==> src/logic/regprot_pkg.sv <==
package regprot_pkg;
    localparam int NUM_CORES = 4;
    localparam int CLK_HZ = 40_000_000;
    // Debounce and protection times, in microseconds and in clock cycles
    localparam int FAST_DEBOUNCE_US = 20;
    localparam int SLOW_DEBOUNCE_US = 1000;
    localparam int SHORT_WINDOW_US = 1000;
    localparam int FAST_DEBOUNCE_CYC = FAST_DEBOUNCE_US * (CLK_HZ / 1_000_000);
    localparam int SLOW_DEBOUNCE_CYC = SLOW_DEBOUNCE_US * (CLK_HZ / 1_000_000);
    localparam int SHORT_WINDOW_CYC = SHORT_WINDOW_US * (CLK_HZ / 1_000_000);
    localparam int ILIM_W = 3;
    localparam logic [ILIM_W-1:0] ILIM_RESET = 3'h0;

    // Analog detector outputs for one core
    typedef struct packed {
        logic current_limit;
        logic power_good;
        logic below_short;
    } core_detect_t;

    // Per-core flags
    typedef struct packed {
        logic current_limit;
        logic short_circuit;
        logic power_good;
    } core_flags_t;

    typedef enum logic [1:0] {
        ST_SHUTDOWN = 2'b00,
        ST_STANDBY = 2'b01,
        ST_ACTIVE = 2'b10
    } dev_state_t;
endpackage

==> src/logic/regulator_protection_interrupts.sv <==
`timescale 1ns/10ps
// Summary of operation
// Current limit held 20us sets flag
// Live current-limit status bit per core
// Three-bit peak current limit per core
// Short at 1ms after enable disables core
// Overload for 1ms disables core
// Short/overload sets flags, clears running, interrupts
// Clearing short flag retries start-up if enabled
// Protection disable: switches off, optional discharge
// Selectable warning threshold sets warning flag
// Warning status readable, write-one clears flag
// Overtemperature disables all, flags, standby
// Shutdown flag clear ignored while hot
// Enabling blocked while hot or flag pending
// Undervoltage: disable, discharge, shutdown, then standby
// Passing shutdown sets reset-occurred flag
// Host clears reset flag by writing one
// Detector and temperature inputs debounced by clocked counters
// 20us for temperature/ilim/pg, 1ms overload
// Enable pins only synchronized, no filter
// Power-good sets maskable per-core flag
// Interrupt held while any unmasked flag pending
// Interrupt is OR of unmasked flags
module regulator_protection_interrupts
    import regprot_pkg::*;
#(
    parameter int CORES = NUM_CORES,
    parameter int FAST_CYC = FAST_DEBOUNCE_CYC,
    parameter int SLOW_CYC = SLOW_DEBOUNCE_CYC,
    parameter int WINDOW_CYC = SHORT_WINDOW_CYC
)
(
    input wire logic clk,
    input wire logic rst_n,
    input wire logic ext_reset_in_n,
    input wire logic analog_supply_rail,
    input wire logic sw_reset,
    input wire logic [CORES-1:0] core_enable_pin,
    input wire logic [CORES-1:0] core_enable_reg,
    input wire logic [CORES-1:0] enable_pin_ctrl,
    input wire regprot_pkg::core_detect_t [CORES-1:0] core_detect,
    input wire logic temp_warn_low,
    input wire logic temp_warn_high,
    input wire logic temp_shutdown,
    input wire logic thermal_warning_threshold_sel,
    input wire logic [CORES*ILIM_W-1:0] peak_current_limit_sel,
    input wire logic [CORES-1:0] discharge_pulldown_enable,
    input wire logic [CORES-1:0] core_current_limit_mask,
    input wire logic [CORES-1:0] core_power_good_mask,
    input wire logic thermal_warning_mask,
    input wire logic reset_flag_mask,
    input wire regprot_pkg::core_flags_t [CORES-1:0] core_flag_clear,
    input wire logic thermal_warning_clear,
    input wire logic thermal_shutdown_clear,
    input wire logic reset_flag_clear,
    output regprot_pkg::core_flags_t [CORES-1:0] core_flags,
    output logic [CORES-1:0] core_summary_flag,
    output logic [CORES-1:0] core_current_limit_state,
    output logic [CORES-1:0] core_power_good_state,
    output logic [CORES-1:0] core_running_state,
    output logic [CORES*ILIM_W-1:0] core_ilim_setting,
    output logic [CORES-1:0] core_switch_enable,
    output logic [CORES-1:0] core_discharge_on,
    output logic thermal_warning_flag,
    output logic thermal_warning_state,
    output logic thermal_shutdown_flag,
    output logic thermal_shutdown_state,
    output logic reset_flag,
    output regprot_pkg::dev_state_t device_state,
    output logic irq_out_n
);
    import regprot_pkg::*;

    localparam int FW = $clog2(FAST_CYC + 1);
    localparam int SW = $clog2(SLOW_CYC + 1);
    localparam int WW = $clog2(WINDOW_CYC + 1);
    localparam logic [FW-1:0] FAST_MAX = FW'(FAST_CYC - 1);
    localparam logic [SW-1:0] SLOW_MAX = SW'(SLOW_CYC - 1);
    localparam logic [WW-1:0] WIN_MAX = WW'(WINDOW_CYC - 1);

    // Two-flop synchronisers for every pin-level input
    localparam int NS = 3 + 5 + 2 * CORES + 3 * CORES;
    logic [NS-1:0] sync1_reg;
    logic [NS-1:0] sync2_reg;
    wire [NS-1:0] raw_in = {ext_reset_in_n, analog_supply_rail, sw_reset, temp_warn_low, temp_warn_high,
        temp_shutdown, 2'b00, core_enable_pin, core_enable_reg, core_detect};

    always_ff @(posedge clk)
    begin
        if (!rst_n)
        begin
            sync1_reg <= '0;
            sync2_reg <= '0;
        end
        else
        begin
            sync1_reg <= raw_in;
            sync2_reg <= sync1_reg;
        end
    end

    wire [3*CORES-1:0] det_s = sync2_reg[3*CORES-1:0];
    wire [CORES-1:0] en_reg_s = sync2_reg[4*CORES-1:3*CORES];
    wire [CORES-1:0] en_pin_s = sync2_reg[5*CORES-1:4*CORES];
    wire tsd_s = sync2_reg[5*CORES+2];
    wire twh_s = sync2_reg[5*CORES+3];
    wire twl_s = sync2_reg[5*CORES+4];
    wire swr_s = sync2_reg[5*CORES+5];
    wire supply_ok = sync2_reg[5*CORES+6]; // acts without debounce
    wire ext_reset_in_n_s = sync2_reg[5*CORES+7];
    wire twarn_raw = thermal_warning_threshold_sel ? twh_s : twl_s;

    // Debounced temperature levels, 20us both edges
    logic tw_deb;
    logic tsd_deb;
    logic [FW-1:0] tw_cnt_reg;
    logic [FW-1:0] tsd_cnt_reg;
    logic tw_deb_reg;
    logic tsd_deb_reg;
    assign tw_deb = tw_deb_reg;
    assign tsd_deb = tsd_deb_reg;

    // Counter restarts whenever the input agrees with the debounced level, so each window is exact to one clock
    always_ff @(posedge clk)
    begin
        if (!rst_n)
        begin
            tw_cnt_reg <= '0;
            tsd_cnt_reg <= '0;
            tw_deb_reg <= 1'b0;
            tsd_deb_reg <= 1'b0;
        end
        else
        begin
            tw_cnt_reg <= (twarn_raw == tw_deb_reg || tw_cnt_reg == FAST_MAX) ? '0 : tw_cnt_reg + 1'b1;
            tsd_cnt_reg <= (tsd_s == tsd_deb_reg || tsd_cnt_reg == FAST_MAX) ? '0 : tsd_cnt_reg + 1'b1;
            if (twarn_raw != tw_deb_reg && tw_cnt_reg == FAST_MAX)
                tw_deb_reg <= twarn_raw;
            if (tsd_s != tsd_deb_reg && tsd_cnt_reg == FAST_MAX)
                tsd_deb_reg <= tsd_s;
        end
    end

    // Device state: shutdown on undervoltage, reset pin or software reset
    dev_state_t state_reg;
    dev_state_t state_next;
    wire go_down = !supply_ok || !ext_reset_in_n_s || swr_s;
    logic [CORES-1:0] run_reg;
    wire tsd_block = tsd_deb || thermal_shutdown_flag;

    always_comb
    begin
        case (state_reg)
            ST_SHUTDOWN: state_next = go_down ? ST_SHUTDOWN : ST_STANDBY;
            ST_STANDBY: state_next = go_down ? ST_SHUTDOWN : (|run_reg ? ST_ACTIVE : ST_STANDBY);
            ST_ACTIVE: state_next = go_down ? ST_SHUTDOWN : ((|run_reg && !tsd_deb) ? ST_ACTIVE : ST_STANDBY);
            default: state_next = ST_SHUTDOWN;
        endcase
    end

    always_ff @(posedge clk)
    begin
        if (!rst_n)
            state_reg <= ST_SHUTDOWN;
        else
            state_reg <= state_next;
    end

    // Cores may only start outside shutdown and with no reset source active
    wire in_shutdown = (state_reg == ST_SHUTDOWN);
    wire powered = !in_shutdown && !go_down;
    assign device_state = state_reg;

    // Top-level flags; hardware set beats host clear
    wire rst_set = in_shutdown && !go_down;
    always_ff @(posedge clk)
    begin
        if (!rst_n)
        begin
            thermal_warning_flag <= 1'b0;
            thermal_shutdown_flag <= 1'b0;
            reset_flag <= 1'b0;
        end
        else if (in_shutdown)
        begin
            // Registers return to defaults while down; only the reset flag survives
            thermal_warning_flag <= 1'b0;
            thermal_shutdown_flag <= 1'b0;
            reset_flag <= reset_flag | rst_set;
        end
        else
        begin
            thermal_warning_flag <= tw_deb || (thermal_warning_flag && !thermal_warning_clear);
            thermal_shutdown_flag <= tsd_deb || (thermal_shutdown_flag && !thermal_shutdown_clear);
            reset_flag <= reset_flag && !reset_flag_clear;
        end
    end
    assign thermal_warning_state = tw_deb;
    assign thermal_shutdown_state = tsd_deb;

    // Per-core protection and flags
    logic [CORES-1:0] pend;
    genvar g;
    generate
        for (g = 0; g < CORES; g++)
        begin : gen_core
            logic [FW-1:0] il_cnt_reg;
            logic [FW-1:0] pg_cnt_reg;
            logic [SW-1:0] ol_cnt_reg;
            logic [WW-1:0] win_cnt_reg;
            logic il_reg;
            logic pg_reg;
            logic ol_reg;
            logic starting_reg;
            logic [ILIM_W-1:0] ilim_reg;
            wire il_raw = det_s[3*g+2];
            wire pg_raw = det_s[3*g+1];
            wire low_raw = det_s[3*g];
            wire want = enable_pin_ctrl[g] ? en_pin_s[g] : en_reg_s[g];
            wire win_end = starting_reg && win_cnt_reg == WIN_MAX;
            wire short_trip = win_end && low_raw;
            // Overload watch is armed only once the start window has closed, so a low level
            // left over from a slow start cannot trip a core that has since recovered
            wire ol_arm = run_reg[g] && !starting_reg;
            wire over_trip = ol_arm && ol_reg;
            wire trip = short_trip || over_trip;
            // A pending short flag holds the core off until the host clears it
            wire sc_flag = core_flags[g].short_circuit;
            wire can_start = want && powered && !tsd_block && !sc_flag;

            always_ff @(posedge clk)
            begin
                if (!rst_n || in_shutdown)
                begin
                    il_cnt_reg <= '0;
                    pg_cnt_reg <= '0;
                    ol_cnt_reg <= '0;
                    win_cnt_reg <= '0;
                    il_reg <= 1'b0;
                    pg_reg <= 1'b0;
                    ol_reg <= 1'b0;
                    starting_reg <= 1'b0;
                    run_reg[g] <= 1'b0;
                    ilim_reg <= ILIM_RESET;
                    core_flags[g] <= '0;
                end
                else
                begin
                    ilim_reg <= peak_current_limit_sel[ILIM_W*g +: ILIM_W];
                    il_cnt_reg <= (il_raw == il_reg || il_cnt_reg == FAST_MAX) ? '0 : il_cnt_reg + 1'b1;
                    pg_cnt_reg <= (pg_raw == pg_reg || pg_cnt_reg == FAST_MAX) ? '0 : pg_cnt_reg + 1'b1;
                    // Overload counter idles while the watch is not armed
                    ol_cnt_reg <= (!ol_arm || low_raw == ol_reg || ol_cnt_reg == SLOW_MAX) ? '0 : ol_cnt_reg + 1'b1;
                    if (il_raw != il_reg && il_cnt_reg == FAST_MAX)
                        il_reg <= il_raw;
                    if (pg_raw != pg_reg && pg_cnt_reg == FAST_MAX)
                        pg_reg <= pg_raw;
                    if (!ol_arm)
                        ol_reg <= 1'b0;
                    else if (low_raw != ol_reg && ol_cnt_reg == SLOW_MAX)
                        ol_reg <= low_raw;
                    // Start-up window counts from enable
                    win_cnt_reg <= starting_reg ? win_cnt_reg + 1'b1 : '0;
                    if (trip || !want || tsd_deb || !powered)
                    begin
                        run_reg[g] <= 1'b0;
                        starting_reg <= 1'b0;
                    end
                    else if (!run_reg[g] && can_start)
                    begin
                        run_reg[g] <= 1'b1;
                        starting_reg <= 1'b1;
                    end
                    else if (win_end)
                        starting_reg <= 1'b0;
                    core_flags[g].current_limit <= (il_raw != il_reg && il_cnt_reg == FAST_MAX && il_raw)
                        || (core_flags[g].current_limit && !core_flag_clear[g].current_limit);
                    core_flags[g].power_good <= (pg_raw != pg_reg && pg_cnt_reg == FAST_MAX && pg_raw)
                        || (core_flags[g].power_good && !core_flag_clear[g].power_good);
                    core_flags[g].short_circuit <= trip
                        || (core_flags[g].short_circuit && !core_flag_clear[g].short_circuit);
                end
            end

            // Running status and switch/discharge pin drives follow the running bit
            assign core_current_limit_state[g] = il_reg;
            assign core_power_good_state[g] = pg_reg;
            assign core_ilim_setting[ILIM_W*g +: ILIM_W] = ilim_reg;
            assign core_running_state[g] = run_reg[g];
            assign core_switch_enable[g] = run_reg[g];
            assign core_discharge_on[g] = !run_reg[g] && discharge_pulldown_enable[g];
            assign core_summary_flag[g] = |core_flags[g];
            assign pend[g] = (core_flags[g].current_limit && !core_current_limit_mask[g])
                || (core_flags[g].power_good && !core_power_good_mask[g])
                || core_flags[g].short_circuit;
        end
    endgenerate

    // Interrupt pin: low while any unmasked flag is pending
    wire any_pend = |pend || (thermal_warning_flag && !thermal_warning_mask) || thermal_shutdown_flag
        || (reset_flag && !reset_flag_mask);
    assign irq_out_n = !any_pend;
endmodule

==> config.mk <==
export PLATFORM = sky130hd
export DESIGN_NAME = regulator_protection_interrupts
export DESIGN_NICKNAME = d
export VERILOG_FILES = /design/src/logic/regprot_pkg.sv /design/src/logic/regulator_protection_interrupts.sv
export SDC_FILE = /design/constraint.sdc
export NUM_CORES = 1
export LEC_CHECK = 0
export BUFFER_PORTS_ARGS = -buffer_cell sky130_fd_sc_hd__buf_2
export CORE_UTILIZATION = 46
export CTS_BUF_LIST = sky130_fd_sc_hd__clkbuf_4
export CTS_CLUSTER_DIAMETER = 50
export CTS_CLUSTER_SIZE = 16
export DETAILED_ROUTE_END_ITERATION = 16
export PLACE_DENSITY = 0.75
export SETUP_SLACK_MARGIN = 0.3
export SLEW_MARGIN = 20
export SYNTH_ARGS = -nofsm -noshare
export SYNTH_HDL_FRONTEND = slang
export SYNTH_SLANG_ARGS = --single-unit
export TNS_END_PERCENT = 100
==> constraint.sdc <==
create_clock -name clk -period 2.8 [get_ports clk]
set_clock_uncertainty 0.15 [all_clocks]
set_input_delay 0.56 -clock clk [delete_from_list [all_inputs] [get_ports clk]]
set_output_delay 0.56 -clock clk [all_outputs]
set_load 0.01 [all_outputs]
==> results of run 1 <==
## cell families after synthesis
family                     Yosys count  synth area share [%]
and+or+nand+nor                    742                 28.37
DFF                                331                 49.34
xor gates and xnor gates           199                 12.98
buffers and inverters              100                 3.363
AOI/OAI and AO/OA                   58                 2.916
muxes                               18                 1.360
adders and majority gates           18                 1.677
## metrics by stage
step	util [%]	setup WS, ps
4_1_cts	53.50	216.8
3_5_place_dp	49.95	501.8
2_1_floorplan	-	789.8
5_1_grt	53.64	105.3
6_report	53.64	260.2
3_3_place_gp	49.95	538.4
## critical path: stages (launching register included)
cell and delay (ps):
dfxtp_1 390, inv_1 90, o22ai_1 230, nor4_2 70, and3_1 170, buf_2 130
## final cells by class
class                           count  area, um^2  area share, %
Inverter                           53       201.4          1.309
Tap cell                          384       480.5          3.121
Clock inverter                     15       166.4          1.081
Timing Repair Buffer              192        1246          8.095
Antenna cell                        3       7.507        0.04876
Multi-Input combinational cell   1035        6390          41.51
Clock buffer                       35       262.8          1.707
Sequential cell                   331        6640          43.13
## path summary, 6_finish.rpt
kind	start	endpoint	slack, ps	cells past startpoint
setup / recovery	core_flags[0]	irq_out_n	260	5
hold reg to reg	sync1_reg[5]	sync2_reg[5]	280	1
setup reg to reg	gen_core[0].ol_cnt_reg[8]	gen_core[0].ol_cnt_reg[5]	550	4
hold / removal	rst_n	gen_core[1].sc_flag	80	3
## report_power, final
| part | switching (mW) | internal [mW] | total (mW) |
|---|---|---|---|
| logic | 0.0638 | 0.116 | 0.180 |
| clock network | 1.56 | 0.828 | 2.39 |
| registers | 0.0146 | 4.75 | 4.76 |
## cells in the final DEF, fill, tap and decap left out, types with 7 or more instances in the layout
cell type / synthesis / final
a21oi_1: 18 / 18
and2_1: 76 / 76
and3_1: 20 / 20
and4_1: 22 / 22
buf_2: 4 / 130
buf_4: 16 / 9
clkbuf_4: 0 / 36
dfxtp_1: 331 / 324
dlygate4sd3_1: 0 / 52
ha_1: 18 / 18
inv_1: 53 / 49
mux2i_1: 16 / 16
nand2_1: 70 / 70
nand2b_1: 7 / 7
nand3_1: 91 / 91
nand4_1: 63 / 63
nor2_1: 247 / 247
nor2_2: 10 / 10
nor2b_1: 9 / 9
nor3_1: 49 / 49
nor4_1: 33 / 32
nor4b_1: 16 / 16
o21ai_1: 8 / 7
or3_1: 12 / 12
xnor2_1: 109 / 109
xor2_1: 90 / 90
## timing repair
| action | CTS | global route |
|---|---|---|
| pin swaps | 4 | 4 |
| hold endpoints to repair | 52 | 0 |
| endpoints found under the setup margin | 2 | 21 |
| buffers inserted | 4 | 1 |
| gates resized for setup | 15 | 5 |
| hold buffers | 52 | 0 |
## routing by layer
metal  up-vias  routed length (um)
met2       203               12670
met5         -                   0
li1       5328                   -
met4         0                 695
met3        48                1176
met1      4809               11970
==> reports/results.tsv, run 1 <==
stage	metric	value	unit
outcome	status	completed	
synthesis	syn_inst	1466	
power	power.density	476.3	mW/mm^2
timing	holdWs	78.71	ps
grt	gr-usage-met1	22.14	%
route	dr.pass1.iters	5	
worst_setup_path	start_kind	flop	
cts	clk_pin_slew_worst_paths	140	ps
floorplan	num_rows	62	
worst_setup_path	crit_fanout	3	
grt	grt_pass1_vias	9916	
placed_design	portBuffers	129	
floorplan	die_y	172.9	um
synthesis	synth_top_cell_by_area	dfxtp_1	
synthesis	netlist_top_cells_count	dfxtp_1 (331), nor2_1 (247), xnor2_1 (109), nand3_1 (91), xor2_1 (90)	
worst_setup_path	crit_path_end_kind	output pin	
synthesis	ys_top_cells_by_area	dfxtp_1 (49%), xnor2_1 (7.1%), nor2_1 (6.9%)	
floorplan	core	0.02870	mm^2
synthesis	yosysSeqAreaShare	49.34	%
floorplan	initial_core_util	46.79	%
route	drc	0	
final_layout	syn2layout_area_growth	14.63	%
worst_hold_path	min_path_type	input pin to flop	
timing	fin_setup_tns	0	ps
synthesis	ys_ff_latch	331	
synthesis	synth_edf_count	0	
cts	htreeDepth	1	
worst_setup_path	worstPathArrival	1830	ps
placed_design	placed_cell_area	0.01434	mm^2
timing	min_period	2540	ps
floorplan	dieArea	0.02988	mm^2
cts	clk_latency	750	ps
grt	met3_usage	2.770	%
route	dr.first_iter.drc_count	544	
timing	period_share	90.71	%
synthesis	yosys.area.top_type_share	49.34	%
timing	tightest_slew	727.8	ps
timing	hold_violations	0	
timing	maxSlewViolCount	0	
cts	numCtsBuffers	29	
grt	gr-total-overflow	0	
placed_design	dp_cells	1936	
final_layout	fin_area	0.01539	mm^2
synthesis	ys_types	52	
cts	cts_tree	built	
final_layout	layout-drive-gt1-share	13.18	%
power	vdd_drop_max	0.0003913	V
cts	clkSinkCount	331	
timing	setup_viol	0	
synthesis	syn-num-nets	1558	
route	wl_per_cell	12.94	um
final_layout	finalNonFillerCells	2048	
flow_run	drv_cap	0	
final_layout	nNetsFinal	1734	
route	routed_wl	26510	um
synthesis	avgSynthCellArea	9.161	um^2
cts	cts_max_path_buffers	3	
route	vias_per_cell	5.072	
power	p_leak	5.396	nW
placed_design	gp_congestion	0.8192	
route	dr_total_vias	10390	
synthesis	synth-warning-count	0	
grt	grt_max_degree	59	
floorplan	fp.dieW	172.9	um
floorplan	ioPinCount	130	
grt	track_usage	17.51	%
placed_design	place.detailed.hpwl	18290	um
synthesis	async_reset_ff_share	0	%
power	power	7.332	mW
timing	fmax	393.7	MHz
worst_setup_path	critPathKind	flop to output pin	
grt	antenna_found_initial	3	
grt	grt_pass1_wl	44740	um
route	ant_nets	0	
timing	rsz0062_at_grt	true	
timing	worst_slew_margin_rel	51.03	%
final_layout	fillers	2592	
synthesis	synth_top_flop_cell	dfxtp_1	
grt	grt_use_met2	30.41	%
worst_setup_path	worstPathRequired	2090	ps
grt	busiest_layer	met2	
cts	cts-root-buf	clkbuf_4	
synthesis	syn_area	0.01343	mm^2
synthesis	synth_most_common_cell	dfxtp_1	
Power figures use the tool's default switching activity.
==> run 2: changes to the inputs <==
--- a/config.mk
+++ b/config.mk
@@ -12,6 +12,7 @@
 export CTS_CLUSTER_SIZE = 16
 export DETAILED_ROUTE_END_ITERATION = 16
 export PLACE_DENSITY = 0.75
+export REMOVE_ABC_BUFFERS = 1
 export SETUP_SLACK_MARGIN = 0.3
 export SLEW_MARGIN = 20
 export SYNTH_ARGS = -nofsm -noshare
==> run 2 against run 1 <==
First-iteration DRC count fell by 9.9%. Sequential power barely moved. Worst setup slack better by 35 ps. Critical endpoint unchanged. Highest routed layer unchanged. Largest cell class unchanged. Cell area up 0.86%.
==> reports/results.tsv, run 2 (synthesized netlist as in run 1, its figures left out) <==
stage	metric	value	unit
power	intPower	5.961	mW
cts	cts_max_path_buffers	3	
worst_hold_path	worstHoldStart	core_flag_clear[1]	
cts	htreeDepth	1	
power	power	7.667	mW
final_layout	syn2layout_area_growth	15.61	%
final_layout	fin_area	0.01553	mm^2
power	power.density	493.8	mW/mm^2
floorplan	num_rows	62	
grt	grt_pass1_wl	44310	um
route	dr.pass1.iters	5	
route	vias_per_cell	5.065	
timing	fmax	399.2	MHz
worst_setup_path	r2r-start	gen_core[0].ol_cnt_reg[6]	
grt	antenna_found_initial	1	
grt	track_usage	17.41	%
final_layout	final_cell_mix	dfxtp_1 (320), nor2_1 (247), buf_2 (129)	
floorplan	fp.dieW	172.9	um
cts	clkSinkCount	331	
route	top_layer	met4	
power	p_seq_share	62.1	%
cts	cts-root-buf	clkbuf_4	
worst_setup_path	worstPathRequired	2090	ps
route	drc	0	
cts	numCtsBuffers	31	
route	routed_wl	26400	um
route	ant_nets	0	
route	dr_wl_met3	1086	um
power	clockPowerShare	35.6	%
placed_design	gp_congestion	0.8317	
timing	rsz0062_at_grt	true	
final_layout	layout_commonest_cell	dfxtp_1	
worst_setup_path	setup.worst_path.start	thermal_shutdown_flag	
worst_setup_path	start_kind	flop	
final_layout	multiInputGateArea	0.006376	mm^2
power	p_leak	5.484	nW
cts	clk_pin_slew_worst_paths	160	ps
floorplan	core	0.02870	mm^2
timing	min_period	2505	ps
final_layout	layout-drive-gt1-share	13.70	%
floorplan	dieArea	0.02988	mm^2
worst_setup_path	crit_fanout	2	
placed_design	placed_cell_area	0.01435	mm^2
route	dr.first_iter.drc_count	490	
final_layout	fillers	2591	
timing	hold_violations	0	
final_layout	nNetsFinal	1741	
floorplan	ioPinCount	130	
power	vdd_drop_max	0.0003138	V
outcome	status	completed	
worst_setup_path	critPathKind	flop to output pin	
worst_hold_path	min_path_type	input pin to flop	
placed_design	place.detailed.hpwl	18270	um
worst_setup_path	r2r_setup_slack	560	ps
worst_setup_path	worstPathArrival	1790	ps
timing	setup_viol	0	
flow_run	drv_cap	0	
power	p_sw	1.706	mW
route	wl_met1	11820	um
grt	grt_max_degree	57	
worst_setup_path	crit_path_end_kind	output pin	
power	combPwrFrac	2.4	%
floorplan	initial_core_util	46.79	%
timing	period_share	89.46	%
route	met2_length	12600	um
timing	fin_setup_tns	0	ps
floorplan	die_y	172.9	um
power	swShare	22.25	%
route	wl_per_cell	12.84	um
timing	worst_slew_margin_rel	62.79	%
grt	grt_pass1_vias	9848	
final_layout	layout.area.seq	0.006645	mm^2
route	dr_total_vias	10410	
grt	gr-total-overflow	0	
cts	cts_tree	built	
cts	clk_latency	750	ps
timing	tightest_slew	553.1	ps
timing	maxSlewViolCount	0	
placed_design	portBuffers	129	
[run 2: worst paths after layout]
check	cells past startpoint	end
max	3	irq_out_n
min	3	gen_core[0].sc_flag
max reg2reg	4	gen_core[0].ol_cnt_reg[5]
min reg2reg	1	sync2_reg[19]
[run 2: layout make-up]
| cell class | instances | area share, % |
|---|---|---|
| Timing Repair Buffer | 197 | 8.340 |
| Sequential cell | 331 | 42.80 |
| Antenna cell | 1 | 0.01612 |
| Clock buffer | 32 | 1.547 |
| Multi-Input combinational cell | 1035 | 41.06 |
| Inverter | 53 | 1.297 |
| Tap cell | 384 | 3.094 |
| Clock inverter | 23 | 1.845 |
[run 2: critical path: stages, from the launching register on]
cell and delay [ps]:
dfxtp_1 410, a2111oi_2 330, and3_1 180, buf_2 120
[run 2: power by group through the flow]
stage / registers (mW) / clock network [mW] / logic [mW]
after floorplan: 4.86 / 0 / 0.0443
after global placement: 4.86 / 0 / 0.119
after detailed placement: 4.86 / 0 / 0.120
after CTS: 4.76 / 2.83 / 0.180
after global routing: 4.77 / 3.04 / 0.197
final: 4.76 / 2.73 / 0.180
[run 2: through the flow]
step	utilization [%]	hold WS (ps)	cells	worst slack (ps)
floorplan	-	261.8	1419	651.8
global placement	49.98	263.5	1937	545.4
detailed placement	49.98	267.7	1937	454.4
CTS	53.90	1.920	2051	213.1
global route	54.10	18.74	2056	125.9
finish	54.10	31.73	2056	295.1
[run 2: routing by layer]
metal	global-route usage [%]	vias up
met5	0	-
met4	6.822	0
met3	2.770	51
met2	30.65	173
met1	21.25	4838
li1	-	5351
[run 2: what timing repair did]
| action | in CTS | in global routing |
|---|---|---|
| hold buffers | 54 | 0 |
| buffers inserted | 5 | 2 |
| gates resized for setup | 14 | 10 |
| hold endpoints to repair | 53 | 0 |
| endpoints found under the setup margin | 2 | 7 |
| pin swaps | 4 | 6 |
==> run 3: changes to the inputs <==
--- a/config.mk
+++ b/config.mk
@@ -7,8 +7,6 @@
 export LEC_CHECK = 0
 export BUFFER_PORTS_ARGS = -buffer_cell sky130_fd_sc_hd__buf_2
 export CORE_UTILIZATION = 46
-export CTS_BUF_LIST = sky130_fd_sc_hd__clkbuf_4
-export CTS_CLUSTER_DIAMETER = 50
 export CTS_CLUSTER_SIZE = 16
 export DETAILED_ROUTE_END_ITERATION = 16
 export PLACE_DENSITY = 0.75
==> run 3 against run 2 <==
Global-route usage is 0.061 points higher. Core utilization is 0.14 points higher. Critical path type unchanged. Critical endpoint unchanged. Critical path depth is 2 higher.
==> reports/results.tsv, run 3 (synthesized netlist as in run 1, its figures left out) <==
stage	metric	value	unit
outcome	status	completed	
placed_design	placed_cell_area	0.01435	mm^2
route	dr.first_iter.drc_count	467	
route	dr.pass1.iters	5	
final_layout	layout_commonest_cell	dfxtp_1	
placed_design	place.detailed.hpwl	18270	um
worst_hold_path	worstHoldStart	peak_current_limit_sel[0]	
worst_setup_path	slowest_stage	dfxtp_1	
final_layout	final_cell_mix	dfxtp_1 (331), nor2_1 (247), buf_2 (129)	
grt	grt_pass1_vias	9672	
power	power.density	612.3	mW/mm^2
route	routed_wl	26350	um
cts	clkSinkCount	331	
power	vdd_drop_max	0.0003816	V
grt	antenna_found_initial	2	
timing	period_share	84.03	%
cts	htreeDepth	2	
cts	cts_tree	built	
floorplan	num_rows	62	
placed_design	portBuffers	129	
worst_setup_path	r2r-start	gen_core[3].ol_cnt_reg[0]	
cts	cts_setup_buffers	0	
route	wl_per_cell	13.14	um
cts	cts_max_path_buffers	3	
timing	tightest_slew	556.4	ps
power	power	9.532	mW
floorplan	die_y	172.9	um
route	vias_per_cell	5.113	
floorplan	fp.dieW	172.9	um
final_layout	syn2layout_area_growth	15.91	%
worst_setup_path	critPathKind	flop to output pin	
flow_run	drv_cap	0	
grt	grt_pass1_wl	43970	um
timing	fmax	425.0	MHz
worst_setup_path	crit_fanout	3	
timing	fin_setup_tns	0	ps
route	dr_total_vias	10250	
cts	numCtsBuffers	36	
worst_setup_path	start_kind	flop	
cts	clk_pin_slew_worst_paths	60	ps
worst_setup_path	worstPathArrival	1640	ps
worst_setup_path	setup.worst_path.start	core_flags[8]	
timing	hold_violations	0	
timing	maxSlewViolCount	0	
placed_design	pre_cts_slack	454.4	ps
cts	cts-root-buf	clkbuf_16	
floorplan	core	0.02870	mm^2
timing	setup_viol	0	
timing	rsz0062_at_grt	false	
final_layout	layout-drive-gt1-share	13.09	%
grt	gr-total-overflow	0	
timing	final.setup.worst_slack	447.0	ps
grt	track_usage	17.47	%
final_layout	finalNonFillerCells	2005	
floorplan	initial_core_util	46.79	%
worst_setup_path	crit_path_cell_trace	inv_2, o22ai_1, a2111oi_2, and3_1, buf_2	
worst_setup_path	max_stage_delay	350	ps
power	p_leak	5.509	nW
timing	worst_slew_margin_rel	62.57	%
worst_hold_path	min_path_type	input pin to flop	
worst_setup_path	crit_path_end_kind	output pin	
cts	clk_latency	510	ps
final_layout	nNetsFinal	1685	
floorplan	dieArea	0.02988	mm^2
timing	min_period	2353	ps
route	drc	0	
worst_setup_path	worstPathRequired	2090	ps
placed_design	dp_cells	1937	
placed_design	gp_congestion	0.8317	
grt	grt_max_degree	57	
route	ant_nets	0	
worst_setup_path	cp.buffers_inverters	2	
worst_setup_path	crit_family	compound AO/OA/AOI/OAI gates	
final_layout	fin_area	0.01557	mm^2
floorplan	ioPinCount	130	
-- run 3: worst paths after layout --
kind | to | slack (ps) | depth (start not counted)
max | irq_out_n | 450 | 5
max reg2reg | gen_core[3].ol_cnt_reg[11] | 470 | 5
min reg2reg | sync2_reg[27] | 270 | 1
min | gen_core[0].ilim_reg[0] | 100 | 2
-- run 3: per-layer routing --
metal  vias to the layer above  GRT usage, %  share of wire [%]  routed length (um)
met2                       190         30.81                 48               12740
li1                       5229             -                  -                   -
met1                      4786         21.11                 44               11670
met3                        46         2.682                4.1                1089
met4                         0         7.448                3.2                 850
met5                         -             0                  0                   0
-- run 3: repair_timing --
| action | CTS | global route |
|---|---|---|
| hold buffers | 0 | 0 |
| endpoints found under the setup margin | 0 | 1 |
| resized for setup | 0 | 3 |
-- run 3: cell type report --
| class | count | area (um^2) |
|---|---|---|
| Antenna cell | 2 | 5.005 |
| Clock buffer | 50 | 1044 |
| Clock inverter | 14 | 152.6 |
| Fill cell | 2580 | 13140 |
| Inverter | 53 | 198.9 |
| Multi-Input combinational cell | 1035 | 6362 |
| Sequential cell | 331 | 6626 |
| Tap cell | 384 | 480.5 |
| Timing Repair Buffer | 136 | 698.2 |
-- run 3: per-stage QoR --
step	hold WS, ps	util (%)
after detailed placement	267.7	49.98
after global routing	85.02	54.24
final	96.50	54.24
after CTS	80.59	54.15
after global placement	263.5	49.98
after floorplan	261.8	-
-- run 3: power breakdown --
group	internal [mW]	switching, mW	leakage [nW]	total (mW)
Combinational	0.0683	0.0508	2.25	0.119
Clock	2.81	1.84	0.584	4.65
Sequential	4.75	0.0144	2.68	4.76
